[config.mk]
export PLATFORM = sky130hd
export DESIGN_NAME = compare_skip_branch_unit
export DESIGN_NICKNAME = d
export VERILOG_FILES = /design/src/compare_unit_pkg.sv /design/src/compare_subtractor.sv /design/src/compare_skip_branch_unit.sv
export SDC_FILE = /design/constraint.sdc
export NUM_CORES = 1
export LEC_CHECK = 0
export BUFFER_PORTS_ARGS = -buffer_cell sky130_fd_sc_hd__buf_2
export CAP_MARGIN = 40
export CORE_MARGIN = 2
export CORE_UTILIZATION = 44
export CTS_CLUSTER_DIAMETER = 120
export DETAILED_ROUTE_END_ITERATION = 12
export GPL_ROUTABILITY_DRIVEN = 0
export PLACE_DENSITY = 0.78
export SYNTH_ARGS = -nofsm -noshare
export SYNTH_HDL_FRONTEND = slang
export SYNTH_SLANG_ARGS = --single-unit
[constraint.sdc]
create_clock -name mclk -period 1.5 [get_ports mclk]
set_input_delay 0.225 -clock mclk [delete_from_list [all_inputs] [get_ports mclk]]
set_output_delay 0.225 -clock mclk [all_outputs]
set_load 0.03 [all_outputs]
[src/compare_unit_pkg.sv]
// Package with constants, types and encodings of the compare, skip and branch unit.
package compare_unit_pkg;
   localparam int DATA_WIDTH = 16;
   localparam int HALF_BIT   = 4;
   localparam logic [15:0] ZERO_WORD = 16'h0000;
   localparam logic [3:0] BASE_CYCLES  = 4'h1;
   localparam logic [3:0] SKIP1_CYCLES = 4'h2;
   localparam logic [3:0] SKIP2_CYCLES = 4'h3;
   localparam logic [3:0] TAKEN_CYCLES = 4'h5;
   localparam logic [3:0] SFR_EXTRA    = 4'h1;

   // Wishbone register byte offsets.
   localparam logic [3:0] ADDR_CTRL   = 4'h0;
   localparam logic [3:0] ADDR_STATUS = 4'h4;
   localparam logic [3:0] ADDR_COUNT  = 4'h8;
   localparam int CTRL_SFR_EN_BIT = 0;
   localparam logic [31:0] READ_ZERO = 32'h0000_0000;

   typedef enum logic [3:0] {
      compare_op,
      compare_zero_op,
      compare_borrow_op,
      skip_on_equal_op,
      branch_on_equal_op,
      skip_on_greater_op,
      branch_on_greater_op,
      skip_on_less_op,
      branch_on_less_op,
      skip_on_unequal_op,
      branch_on_unequal_op,
      idle_op
   } op_type;

   typedef enum logic [1:0] {
      src_register,
      src_accumulator,
      src_literal
   } source_type;

   typedef struct packed {
      logic carry;
      logic half_carry_flag;
      logic negative;
      logic signed_wrap_flag;
      logic zero;
   } flags_type;

   typedef struct packed {
      logic                  valid;
      op_type                op;
      source_type            source;
      logic [DATA_WIDTH-1:0] base_operand_reg;
      logic [DATA_WIDTH-1:0] source_operand_reg;
      logic [DATA_WIDTH-1:0] working_accumulator;
      logic [7:0]            literal;
      logic                  peripheral_operand;
      logic                  next_is_two_word;
   } request_type;

   typedef struct packed {
      logic      flags_write;
      flags_type flags;
      logic      skip;
      logic      branch;
      logic [3:0] cycles;
   } result_type;
endpackage

[src/compare_subtractor.sv]
// Subtractor forming base minus operand minus borrow with the five arithmetic flags.
`timescale 1ns/1ps
module compare_subtractor
   import compare_unit_pkg::*;
#(
   parameter int WIDTH = DATA_WIDTH
) (
   input  wire logic [WIDTH-1:0] minuend,    // Left operand.
   input  wire logic [WIDTH-1:0] subtrahend, // Right operand.
   input  wire logic             carry_in,   // One means no borrow.
   output flags_type             flags       // Resulting flags.
);
   logic [WIDTH:0]    full;
   logic [HALF_BIT:0] low;
   logic [WIDTH-1:0]  diff;

   // Borrow is the complement of carry, so carry set adds the inverted operand plus one.
   always_comb begin
      full = {1'b0, minuend} + {1'b0, ~subtrahend} + {{WIDTH{1'b0}}, carry_in};
      low  = {1'b0, minuend[HALF_BIT-1:0]} + {1'b0, ~subtrahend[HALF_BIT-1:0]}
             + {{HALF_BIT{1'b0}}, carry_in};
      diff = full[WIDTH-1:0];
      flags.carry            = full[WIDTH];
      flags.half_carry_flag  = low[HALF_BIT];
      flags.negative         = diff[WIDTH-1];
      flags.signed_wrap_flag = (minuend[WIDTH-1] != subtrahend[WIDTH-1])
                               && (diff[WIDTH-1] != minuend[WIDTH-1]);
      flags.zero             = (diff == ZERO_WORD);
   end
endmodule

[src/compare_skip_branch_unit.sv]
// Compare, skip and branch unit with a classic Wishbone slave for control and status.
`timescale 1ns/1ps
module compare_skip_branch_unit
   import compare_unit_pkg::*;
(
   input  wire logic        mclk,      // Core clock, 200 MHz.
   input  wire logic        rst,       // Asynchronous reset, active high.
   input  request_type      req,       // Decoded instruction from the pipeline.
   input  wire logic        carry_now, // Current carry flag.
   output result_type       result,    // Registered decision and flags.
   input  wire logic        wb_cyc_i,  // Wishbone cycle.
   input  wire logic        wb_stb_i,  // Wishbone strobe.
   input  wire logic        wb_we_i,   // Wishbone write enable.
   input  wire logic [3:0]  wb_adr_i,  // Wishbone byte address.
   input  wire logic [3:0]  wb_sel_i,  // Wishbone byte selects.
   input  wire logic [31:0] wb_dat_i,  // Wishbone write data.
   output logic      [31:0] wb_dat_o,  // Wishbone read data.
   output logic             wb_ack_o   // Wishbone acknowledge.
);
   logic [DATA_WIDTH-1:0] left;
   logic [DATA_WIDTH-1:0] right;
   logic                  carry_in;
   flags_type             sub_flags;
   result_type            next_result;
   logic                  sfr_penalty_en;
   logic [15:0]           op_count;
   flags_type             last_flags;
   logic                  cond;
   logic                  is_skip;
   logic                  is_branch;
   logic                  wb_hit;

   function automatic logic [3:0] skip_cost(input logic two_word);
      skip_cost = two_word ? SKIP2_CYCLES : SKIP1_CYCLES;
   endfunction

   // Operand selection for the subtractor.
   always_comb begin
      left     = req.base_operand_reg;
      right    = req.source_operand_reg;
      carry_in = 1'b1;
      unique case (req.op)
         compare_op: begin
            if (req.source == src_accumulator) begin
               right = req.working_accumulator;
            end else if (req.source == src_literal) begin
               right = {8'h00, req.literal};
            end
         end
         compare_zero_op: begin
            right = ZERO_WORD;
         end
         compare_borrow_op: begin
            carry_in = carry_now;
            if (req.source == src_accumulator) begin
               right = req.working_accumulator;
            end else if (req.source == src_literal) begin
               right = {8'h00, req.literal};
            end
         end
         default: begin
            right = req.source_operand_reg;
         end
      endcase
   end

   compare_subtractor #(
      .WIDTH(DATA_WIDTH)
   ) u_sub (
      .minuend   (left),
      .subtrahend(right),
      .carry_in  (carry_in),
      .flags     (sub_flags)
   );

   // Signed comparisons for greater and less, as the registers hold signed words.
   always_comb begin
      cond      = 1'b0;
      is_skip   = 1'b0;
      is_branch = 1'b0;
      unique case (req.op)
         skip_on_equal_op: begin
            is_skip = 1'b1;
            cond    = (left == right);
         end
         branch_on_equal_op: begin
            is_branch = 1'b1;
            cond      = (left == right);
         end
         skip_on_greater_op: begin
            is_skip = 1'b1;
            cond    = ($signed(left) > $signed(right));
         end
         branch_on_greater_op: begin
            is_branch = 1'b1;
            cond      = ($signed(left) > $signed(right));
         end
         skip_on_less_op: begin
            is_skip = 1'b1;
            cond    = ($signed(left) < $signed(right));
         end
         branch_on_less_op: begin
            is_branch = 1'b1;
            cond      = ($signed(left) < $signed(right));
         end
         skip_on_unequal_op: begin
            is_skip = 1'b1;
            cond    = (left != right);
         end
         branch_on_unequal_op: begin
            is_branch = 1'b1;
            cond      = (left != right);
         end
         default: begin
            cond = 1'b0;
         end
      endcase
   end

   // Decision and cycle cost for the pipeline.
   always_comb begin
      next_result             = '0;
      next_result.cycles      = BASE_CYCLES;
      next_result.flags       = sub_flags;
      if (req.valid && req.op != idle_op) begin
         if (req.op == compare_op || req.op == compare_zero_op
             || req.op == compare_borrow_op) begin
            next_result.flags_write = 1'b1;
         end
         if (is_skip && cond) begin
            next_result.skip   = 1'b1;
            next_result.cycles = skip_cost(req.next_is_two_word);
         end
         if (is_branch && cond) begin
            next_result.branch = 1'b1;
            next_result.cycles = TAKEN_CYCLES;
         end
         // Only compares (plain, zero and borrow) read file locations, so only they can pay the peripheral toll.
         if (req.peripheral_operand && sfr_penalty_en && !is_skip && !is_branch) begin
            next_result.cycles = next_result.cycles + SFR_EXTRA;
         end
      end else begin
         next_result.flags = '0;
      end
   end

   always_ff @(posedge mclk or posedge rst) begin
      if (rst) begin
         result <= '0;
      end else begin
         result <= next_result;
      end
   end

   always_ff @(posedge mclk or posedge rst) begin
      if (rst) begin
         last_flags <= '0;
      end else if (next_result.flags_write) begin
         last_flags <= next_result.flags;
      end
   end

   always_ff @(posedge mclk or posedge rst) begin
      if (rst) begin
         op_count <= 16'h0000;
      end else if (req.valid && req.op != idle_op) begin
         op_count <= op_count + 16'h0001;
      end
   end

   // Wishbone slave: one registered ack per request, a cycle after the strobe, dropped in the following cycle.
   assign wb_hit = wb_cyc_i && wb_stb_i && !wb_ack_o;

   always_ff @(posedge mclk or posedge rst) begin
      if (rst) begin
         wb_ack_o <= 1'b0;
      end else begin
         wb_ack_o <= wb_hit;
      end
   end

   // Control writes commit on the edge where the master sees ack, so a master that drops
   // its request before the answer leaves the control bit untouched.
   always_ff @(posedge mclk or posedge rst) begin
      if (rst) begin
         sfr_penalty_en <= 1'b1;
      end else if (wb_cyc_i && wb_stb_i && wb_ack_o && wb_we_i
                   && wb_adr_i == ADDR_CTRL && wb_sel_i[0]) begin
         sfr_penalty_en <= wb_dat_i[CTRL_SFR_EN_BIT];
      end
   end

   always_ff @(posedge mclk or posedge rst) begin
      if (rst) begin
         wb_dat_o <= READ_ZERO;
      end else if (wb_hit && !wb_we_i) begin
         unique case (wb_adr_i)
            ADDR_CTRL:   wb_dat_o <= {31'h0000_0000, sfr_penalty_en};
            ADDR_STATUS: wb_dat_o <= {27'h000_0000, last_flags};
            ADDR_COUNT:  wb_dat_o <= {16'h0000, op_count};
            default:     wb_dat_o <= READ_ZERO;
         endcase
      end
   end
endmodule

# After elaboration in Yosys (flattened, before gate mapping)
# Index checks and enable logic that the tools add are counted.
[totals]
word_cells = 95
output_inout_bits = 45
reg_bits = 67
[op_classes]
bitwise = 2
n_lt_le_gt_ge = 2
eq_ne = 19
mux = 18
addsub = 6
reduce_logical = 30
[ops]
columns = ["operator", "n"]
rows = [
  ["$pmux W16 S3", 1],
  ["$mux W16", 2],
  ["$pmux W16 S2", 1],
  ["$eq A4 B3 Y1 const B", 5],
  ["$add A16 B16 Y17", 1],
  ["$add A17 B1 Y17", 1],
  ["$add A16 B1 Y16 const B", 1],
  ["$eq A16 B16 Y1", 1],
  ["$eq A4 B4 Y1 const B", 4],
  ["$gt A16 B16 Y1", 1],
  ["$logic_not A16 Y1", 1],
  ["$lt A16 B16 Y1", 1],
  ["$ne A16 B16 Y1", 1],
  ["$not A16 Y16", 1],
  ["$mux W5", 3],
  ["$logic_and A1 B1 Y1", 14],
  ["$reduce_or A2 Y1", 5],
  ["$eq A4 B2 Y1 const B", 2],
  ["$logic_not A4 Y1", 2],
  ["$reduce_or A4 Y1", 2],
  ["$mux W1", 7],
  ["$mux W6", 1],
  ["$add A4 B4 Y5", 1],
  ["$add A5 B1 Y5", 1],
  ["12 further kinds", 17],
]

# Longest topological paths before layout
# Gate-level depths: netlist of run 1.
[logic_depth]
word_depth = 13
ltp_mapped = 15

# By module
# From an unflattened synthesis of run 1, not the netlist that was laid out.
[hier_totals]
cells_unflattened = 491
hier_area_um2 = 4244.1
[by_module_without_submodules]
columns = ["mod", "seq_area_each_um2", "cells_per_inst", "area_each_um2", "instances"]
rows = [
  ["compare_skip_branch_unit", 1252.5, 327, 3153.0, 1],
  ["compare_subtractor", 0.0, 164, 1091.0, 1],
]

# Least setup slack after synthesis of run 1
# OpenSTA, ideal clock, no wires.
[synth_path]
path_type = "input to register"
from = "in req[59] (netlist bit)"
to = "reg result[6] (netlist bit)"
required_ns = 1.404
path_stages = 14
setup_time_ns = 0.096
slack_ns = -2.123
arrival_time_ns = 3.527
cell_sequence = "clkbuf_1 nand2b_1 o221ai_1 o21ai_0 inv_1 fa_1 fa_1 xor2_1 a311oi_2 nand4_1 or4_4 nor4_2 nand4_1 nor4_2"
[synth_lines]
columns = ["item", "line_no", "rtl"]
rows = [
  ["start: declaration", "compare_skip_branch_unit.sv:8", "input request_type req,"],
  ["end signal: assignment", "compare_skip_branch_unit.sv:151", "result <= next_result;"],
  ["end: declaration", "compare_skip_branch_unit.sv:10", "output result_type result,"],
]

# Worst setup path in the final report of run 1
[layout_path]
from = "in req[59] (netlist bit)"
to = "reg last_flags[0] (netlist bit)"
[layout_via]
elab_chain_cells = 9
[layout_rtl]
columns = ["item", "line_no", "rtl"]
rows = [
  ["$eq A2 B2 Y1", "compare_skip_branch_unit.sv:46, compare_skip_branch_unit.sv:57", ""],
  ["$mux W16", "compare_skip_branch_unit.sv:46, compare_skip_branch_unit.sv:57", ""],
  ["$mux W16 (*)", "compare_skip_branch_unit.sv:44", "if (req.source == src_accumulator) begin"],
  ["$pmux W16 S2 (*)", "compare_skip_branch_unit.sv:42", "unique case (req.op)"],
  ["$not A16 Y16 (*)", "compare_subtractor.sv:19", "full = {1'b0, minuend} + {1'b0, ~subtrahend} + {{WIDTH{1'b0}}, carry_in};"],
  ["$add A16 B16 Y17 (*)", "compare_subtractor.sv:19", ""],
  ["$add A17 B1 Y17 (*)", "compare_subtractor.sv:19", ""],
  ["$logic_not A16 Y1 (*)", "compare_subtractor.sv:28", "flags.zero = (diff == ZERO_WORD);"],
  ["$mux W5 (*)", "compare_skip_branch_unit.sv:125", "if (req.valid && req.op != idle_op) begin"],
  ["end signal: assignment", "compare_skip_branch_unit.sv:159", "last_flags <= next_result.flags;"],
  ["end: declaration", "compare_skip_branch_unit.sv:27", "flags_type last_flags;"],
]
# Every way passes the cells marked *; elsewhere a longest branch is shown, timed or not.
# A chain may end at the register's enable or synchronous reset.

==> run metrics, run 1 <==
largest net degree at the start of global routing=27; violated checks=setup timing; endpoints failing setup=16; Root Buffer=clkbuf_8; Num CTS Buffers=5; TNS Setup=-15720 ps; RSZ-0062 raised after global routing=true; Cells after Synth=399; initial antenna violation count=0; first-pass GRT wire length=17400 µm; Final Cell Area=roughly 5600 µm²; Crit Path Max Fanout=3; ys async rst share=100%; setup slack at placement=-1960 ps; Starting Density=45.9%; post-DP HPWL=7960 µm; Final min period=2890 ps; fmax=0.346 GHz; Synth top area share=34.1%; die height=between 90 and 100 µm; Clock Path Buffers=2; Hold Crit Class=in2reg; Die ar.=between 8000 and 9000 µm²; Hold Path Depth=2; Slew headroom=61.2%; crit path cell chain=buf_4 > nand2b_4 > nand2_4 > nor2_1 > o21ai_2 > inv_2 > fa_2 > fa_2 > buf_4 > buf_6 > nand3_2 > and2_4 > mux2i_1 > o41ai_1 > nor4_4 > nand4_1 > o31ai_1; CTS Sinks=50; CTS tree=built; final hold slack=156 ps; Final Cycle Share=193%; Worst Skew=~12 ps; Synth Warn #=0; worst r2r path cells=6; Critical Path Source Type=input pin; Max-Cap Viols=0; worst endpoint required time=approximately 1700 ps; nets@finish=740; Tot GR Track Use=24.1%; Layout Cells excl Fill=713; Critical R2R Capture=op_count[15]; Worst-Skew Late Latency=a little over 300 ps; most frequent cell after synthesis=dfrtp_1; Setup crit start=req[59]; DRT Wirelength=11000 µm; CP Capture Type=flip-flop; slowest stage cell on the critical path=fa_2; Pleak=2.71 nW; core footprint=7850 µm²; Final Max Tran Viols=0; vias per std cell=5.46; outcome=complete, but fails checks; # DRC=0; end-of-flow core utilization=71.9%; setup slack after layout=-1390 ps; remaining antenna violation count=0; top_reg_cell synth=dfrtp_1; die width=around 94 µm; IO buf count=105; VDD IR-drop max=0.336 mV; EDFF count, synth=0; initial drt markers=around 120; Seq/Total Area, Yosys=a little over a third; synth cell count leaders=dfrtp_1 (49), nand2_1 (37), a21oi_1 (22); Hold Fails Final Rpt=0; area leader, netlist=dfrtp_1; area grow syn2layout=56.8%; vias in the first global route=about 3800; Clock transition at path regs=90 ps; synthesis-stage register bit count=50; Reg2Reg Setup Slack=-10 ps; CP peak stage delay=420 ps; reg-to-reg startpoint=op_count[4]; Placed Area=approximately 5000 µm²; Post-Place Cells=685; grt ovf=0; number of H-tree levels=2; WL/cell=15.5 µm; Critical Path Sink=last_flags[0]; syn_area_per_cell=approximately 9 µm²; ranking of synthesized cells by area=dfrtp_1 (34%), ha_1 (5.9%), buf_4 (4.0%); total power=4.41 mW; ratio of cells with drive above 1 in the final layout=52.5%; cell area after synthesis=3600 µm²; I/O pin cnt=156; critical path class=in2reg; Slew @ Worst Pin=roughly 570 ps; Vias=~3900; pwr/cell area=781 nW/µm²; ant diodes=0; # rows=32; Pre-Repair DR Iteration Count=4; Critical Path AT=3110 ps; Yosys cell types=61
layer usage:
layer  wire [µm]  track usage, %  part of all wire [%]
met1        4470            29.0                    41
met2        5820            45.8                    53
met3         519            2.71                   4.7
met4         215            5.80                   2.0
met5           0               0                     0
critical path, delay by kind of cell:
family | cells | cell delay, ps
multiplexers | 1 | 200
AO/OA/AOI/OAI | 3 | 510
buffers and inverters | 4 | 460
adder cells (fa/ha/maj) | 2 | 820
AND/OR/NAND/NOR | 7 | 890
worst min-delay path by stage:
stage / startpoint / endpoint
after CTS: wb_dat_i[0] / sfr_penalty_en
after global placement: rst / result[3]
after floorplan: req[60] / result[4]
after global routing: wb_dat_i[0] / sfr_penalty_en
after detailed placement: rst / result[4]
final: wb_dat_i[0] / sfr_penalty_en
layout make-up:
type | count | area [µm²]
multi-input combinational | 321 | 2610
fill | 553 | 2200
timing repair buffer | 219 | 1510
sequential | 50 | 1250
tap | 102 | 128
clock buffer | 5 | 68.8
inverter | 13 | 48.8
clock inverter | 3 | 28.8
report_power, final:
group	leakage (nW)	switching, mW	internal [mW]	total [mW]
Clock	0.0502	0.475	0.346	0.821
Combinational	2.00	1.02	0.990	2.01
Sequential	0.665	0.100	1.48	1.58
Total	2.71	1.59	2.82	4.41
logic make-up after synthesis:
logic type | share of synthesized area (%)
AO/OA/AOI/OAI | 24.0
buffers and inverters | 6.84
AND/OR/NAND/NOR | 19.0
flip-flops | 34.8
adder cells (fa/ha/maj) | 7.02
XOR/XNOR | 5.11
other | 0.104
multiplexers | 3.13
layout by cell type (no fill, tap or decap), types with 3 or more instances in the layout:
cell type  instances
a211oi_1           8
nand3_2            3
o21ai_0           10
buf_2            101
a211oi_2           5
nand2_1           36
nor3_2             3
a21o_1             3
buf_4             97
o21ai_1            6
a21oi_1            9
nand4_1           10
a22oi_1           11
a31o_2             3
ha_1              10
xnor2_1           14
nor2_1            17
nand3_1            6
nor2_2             4
a22o_1            12
ha_2               4
conb_1            17
inv_1             11
o21ai_2            7
clkbuf_8           5
ha_4               3
buf_12             3
nor2b_1           13
a22oi_2            3
nand2b_4           4
xor2_1             5
and2_4             3
and3_1             3
dfrtp_1           48
a21oi_2           13
buf_6             14
mux2i_1            9
buf_8              3
o211ai_1           3
o31ai_1            7
state kept, by name (all words and copies together) (netlist names):
name,flops
wb_dat_o,16
result,11
sfr_penalty_en,1
wb_ack_o,1
op_count,16
last_flags,5
timing repair:
action,4_1_cts,5_1_grt
hold buffers,1,0
setup endpoints to repair,17,20
hold endpoints to repair,14,0
pin swaps,23,14
setup buffers,9,10
cloned,0,0
gates resized for setup,48,42
(Power assumes the default switching activity.)
==> run 2: changes to the inputs <==
--- a/config.mk
+++ b/config.mk
@@ -13,6 +13,7 @@
 export DETAILED_ROUTE_END_ITERATION = 12
 export GPL_ROUTABILITY_DRIVEN = 0
 export PLACE_DENSITY = 0.78
+export REMOVE_ABC_BUFFERS = 1
 export SYNTH_ARGS = -nofsm -noshare
 export SYNTH_HDL_FRONTEND = slang
 export SYNTH_SLANG_ARGS = --single-unit
==> run 2 against run 1 <==
The flow still finishes with violations (setup timing). Final cell count rose by 0.14%. Final area shrank 0.86%. Sequential share of layout area up 0.17 points. Sequential power is essentially flat. Die area stayed put. Global-route usage down 2.2 points. Critical endpoint is now result[6]. Non-clock buffer count grew 1. Combinational power about the same. Clock power fell by 3.2%. Largest power group unchanged. Clock skew shrank 3.3 ps. First-iteration DRC count up 23%.
==> run metrics, run 2 (synthesized netlist as in run 1, its figures left out) <==
largest net degree at the start of global routing=51 (+89%); Critical Path Sink=result[6]; DRT Wirelength=11100 µm (+0.94%); initial antenna violation count=0 (unchanged); CTS Sinks=50 (unchanged); post-DP HPWL=7650 µm (-3.9%); outcome=complete, but fails checks; TNS Setup=-17500 ps (-1780 ps); # rows=32 (unchanged); Starting Density=45.9% (unchanged); Psw=1.58 mW (-0.60%); reg-to-reg startpoint=wb_ack_o; area grow syn2layout=55.4%; Crit path buffers/inverters=2 (-2); grt ovf=0 (unchanged); setup slack at placement=-2310 ps (-357 ps); Slew @ Worst Pin=538 ps (-28.9 ps); worst r2r path cells=4 (-2); critical path class=in2reg; IO buf count=105 (unchanged); Clock Path Buffers=2 (unchanged); Seq pwr share=36.1% (+0.3 points); Reg2Reg Setup Slack=20 ps (+30 ps); fmax=0.311 GHz (-10%); vias in the first global route=3667 (-4.1%); Worst-Skew Late Latency=310 ps (about the same); Comb pwr share=45.9% (+0.4 points); Hold Crit Class=in2reg; Net Sw Frac=35.9% (-0.22 points); area of the multi-input gates=2600 µm² (-0.57%); WP depth=13 (-4); WL/cell=15.6 µm (+0.80%); Final min period=3220 ps (+327 ps); Max-Cap Viols=0 (unchanged); first-pass GRT wire length=15900 µm (-8.6%); internal power=2.83 mW (+0.34%); commonest non-fill, non-tap cells in the layout=buf_4 (101), buf_2 (101), dfrtp_1 (49); nets@finish=741 (+0.14%); Reg area=1250 µm² (about the same); Critical R2R Capture=wb_dat_o[12]; violated checks=setup timing; Critical Path AT=3420 ps (+310 ps); Slew headroom=63.2% (+2.0 points); ratio of cells with drive above 1 in the final layout=51.1% (-1.4 points); critical path's top delay family=simple AND/OR/NAND/NOR gates; worst endpoint required time=1710 ps (about the same); # DRC=0 (unchanged); remaining antenna violation count=0 (unchanged); CTS tree=built; end-of-flow core utilization=71.3% (-0.62 points); Hold Fails Final Rpt=0 (unchanged); Worst Skew=8.93 ps (-3.29 ps); Critical Path Source Type=input pin; pwr/cell area=788 nW/µm² (+0.88%); CP peak stage delay=540 ps (+120 ps); initial drt markers=151 (+23%); Setup crit start=req[60]; I/O pin cnt=156 (unchanged); Clock transition at path regs=90 ps (about the same); crit path cell chain=buf_8 > buf_6 > or3_4 > a211oi_1 > a21oi_1 > fa_2 > xor2_2 > a311oi_2 > nand4_1 > or4_4 > nor4_2 > nand4_1 > nor4_2; # fillers=580 (+4.9%); ant diodes=0 (unchanged); Crit Path Max Fanout=5 (+2); Pre-Repair DR Iteration Count=5 (+1); Root Buffer=clkbuf_8; top flop regs=op_count x16, wb_dat_o x16, result x11; endpoints failing setup=14 (-2); setup slack after layout=-1720 ps (-327 ps); die height=94.5 µm (unchanged); slowest stage cell on the critical path=or4_4; Pleak=2.69 nW (-0.76%); Final Max Tran Viols=0 (unchanged); core footprint=7850 µm² (unchanged); vias per std cell=5.65 (+3.5%); RSZ-0062 raised after global routing=true; die width=94.5 µm (unchanged); Clk pwr share=18.0% (-0.6 points); CP Capture Type=flip-flop; Tot GR Track Use=21.9% (-2.2 points); Die ar.=8920 µm² (unchanged); Num CTS Buffers=5 (unchanged); Final Cycle Share=214% (+22 points); number of H-tree levels=2 (unchanged); Vias=4032 (+3.6%); VDD IR-drop max=0.352 mV (+4.9%)
run 2: changes by cell type in the layout (fill, tap and decap cells not counted), sizes merged:
cell      change
buf           +1
clkinv        -1
clkinvlp      +1
run 2: final cells by class:
cell class | count | share of cell area, %
repair buffers | 220 | 26.4
multi-input cells | 321 | 46.4
inverters | 13 | 0.872
flip-flops and latches | 50 | 22.4
clock inverters | 3 | 0.447
well taps | 102 | 2.28
clock buffers | 5 | 1.23
run 2: repair_timing:
item | CTS | global route
setup buffers | 9 | 10
cloned | 1 | 0
endpoints found under the hold margin | 49 | 0
pin swaps | 27 | 31
gates resized for setup | 49 | 66
endpoints found under the setup margin | 28 | 29
hold buffers | 1 | 0
run 2: power by group through the flow:
stage	Clock, mW	Sequential (mW)	Combinational, mW
2_1_floorplan	0	1.66	0.785
3_3_place_gp	0	1.60	1.50
3_5_place_dp	0	1.62	1.55
4_1_cts	0.816	1.59	1.71
5_1_grt	0.869	1.61	2.18
6_report	0.795	1.59	2.02
run 2: layer usage:
metal	global-route usage (%)	up-vias	part of all wire [%]
met5	0	-	0
met4	5.92	0	2.4
met3	2.79	29	5.5
met2	41.3	176	53
met1	26.1	1945	39
li1	-	1882	-
run 2: worst reg2reg max path: stages (launching register included):
cell and delay [ps]:
dfrtp_1 390, or3_4 390, nor4b_4 300, buf_4 220, a22o_1 150
run 2: stage by stage:
| stage | power (mW) | hold WS, ps | instances | cell area [µm²] |
|---|---|---|---|---|
| 6_report | 4.41 | 150 | 714 | 5600 |
| 3_5_place_dp | 3.17 | 284 | 685 | 4830 |
| 5_1_grt | 4.66 | 142 | 714 | 5600 |
| 3_3_place_gp | 3.10 | 281 | 685 | 4830 |
| 4_1_cts | 4.11 | 142 | 704 | 5190 |
| 2_1_floorplan | 2.45 | 298 | 384 | 3460 |
run 2: worst min path at each step:
stage	startpoint	end	slack [ps]	cells after the start
after floorplan	req[60]	result[4]	300	1
after global placement	rst	result[3]	280	3
after detailed placement	rst	result[3]	280	3
after CTS	wb_dat_i[0]	sfr_penalty_en	140	2
after global routing	wb_dat_i[0]	sfr_penalty_en	140	2
final	wb_dat_i[0]	sfr_penalty_en	150	2
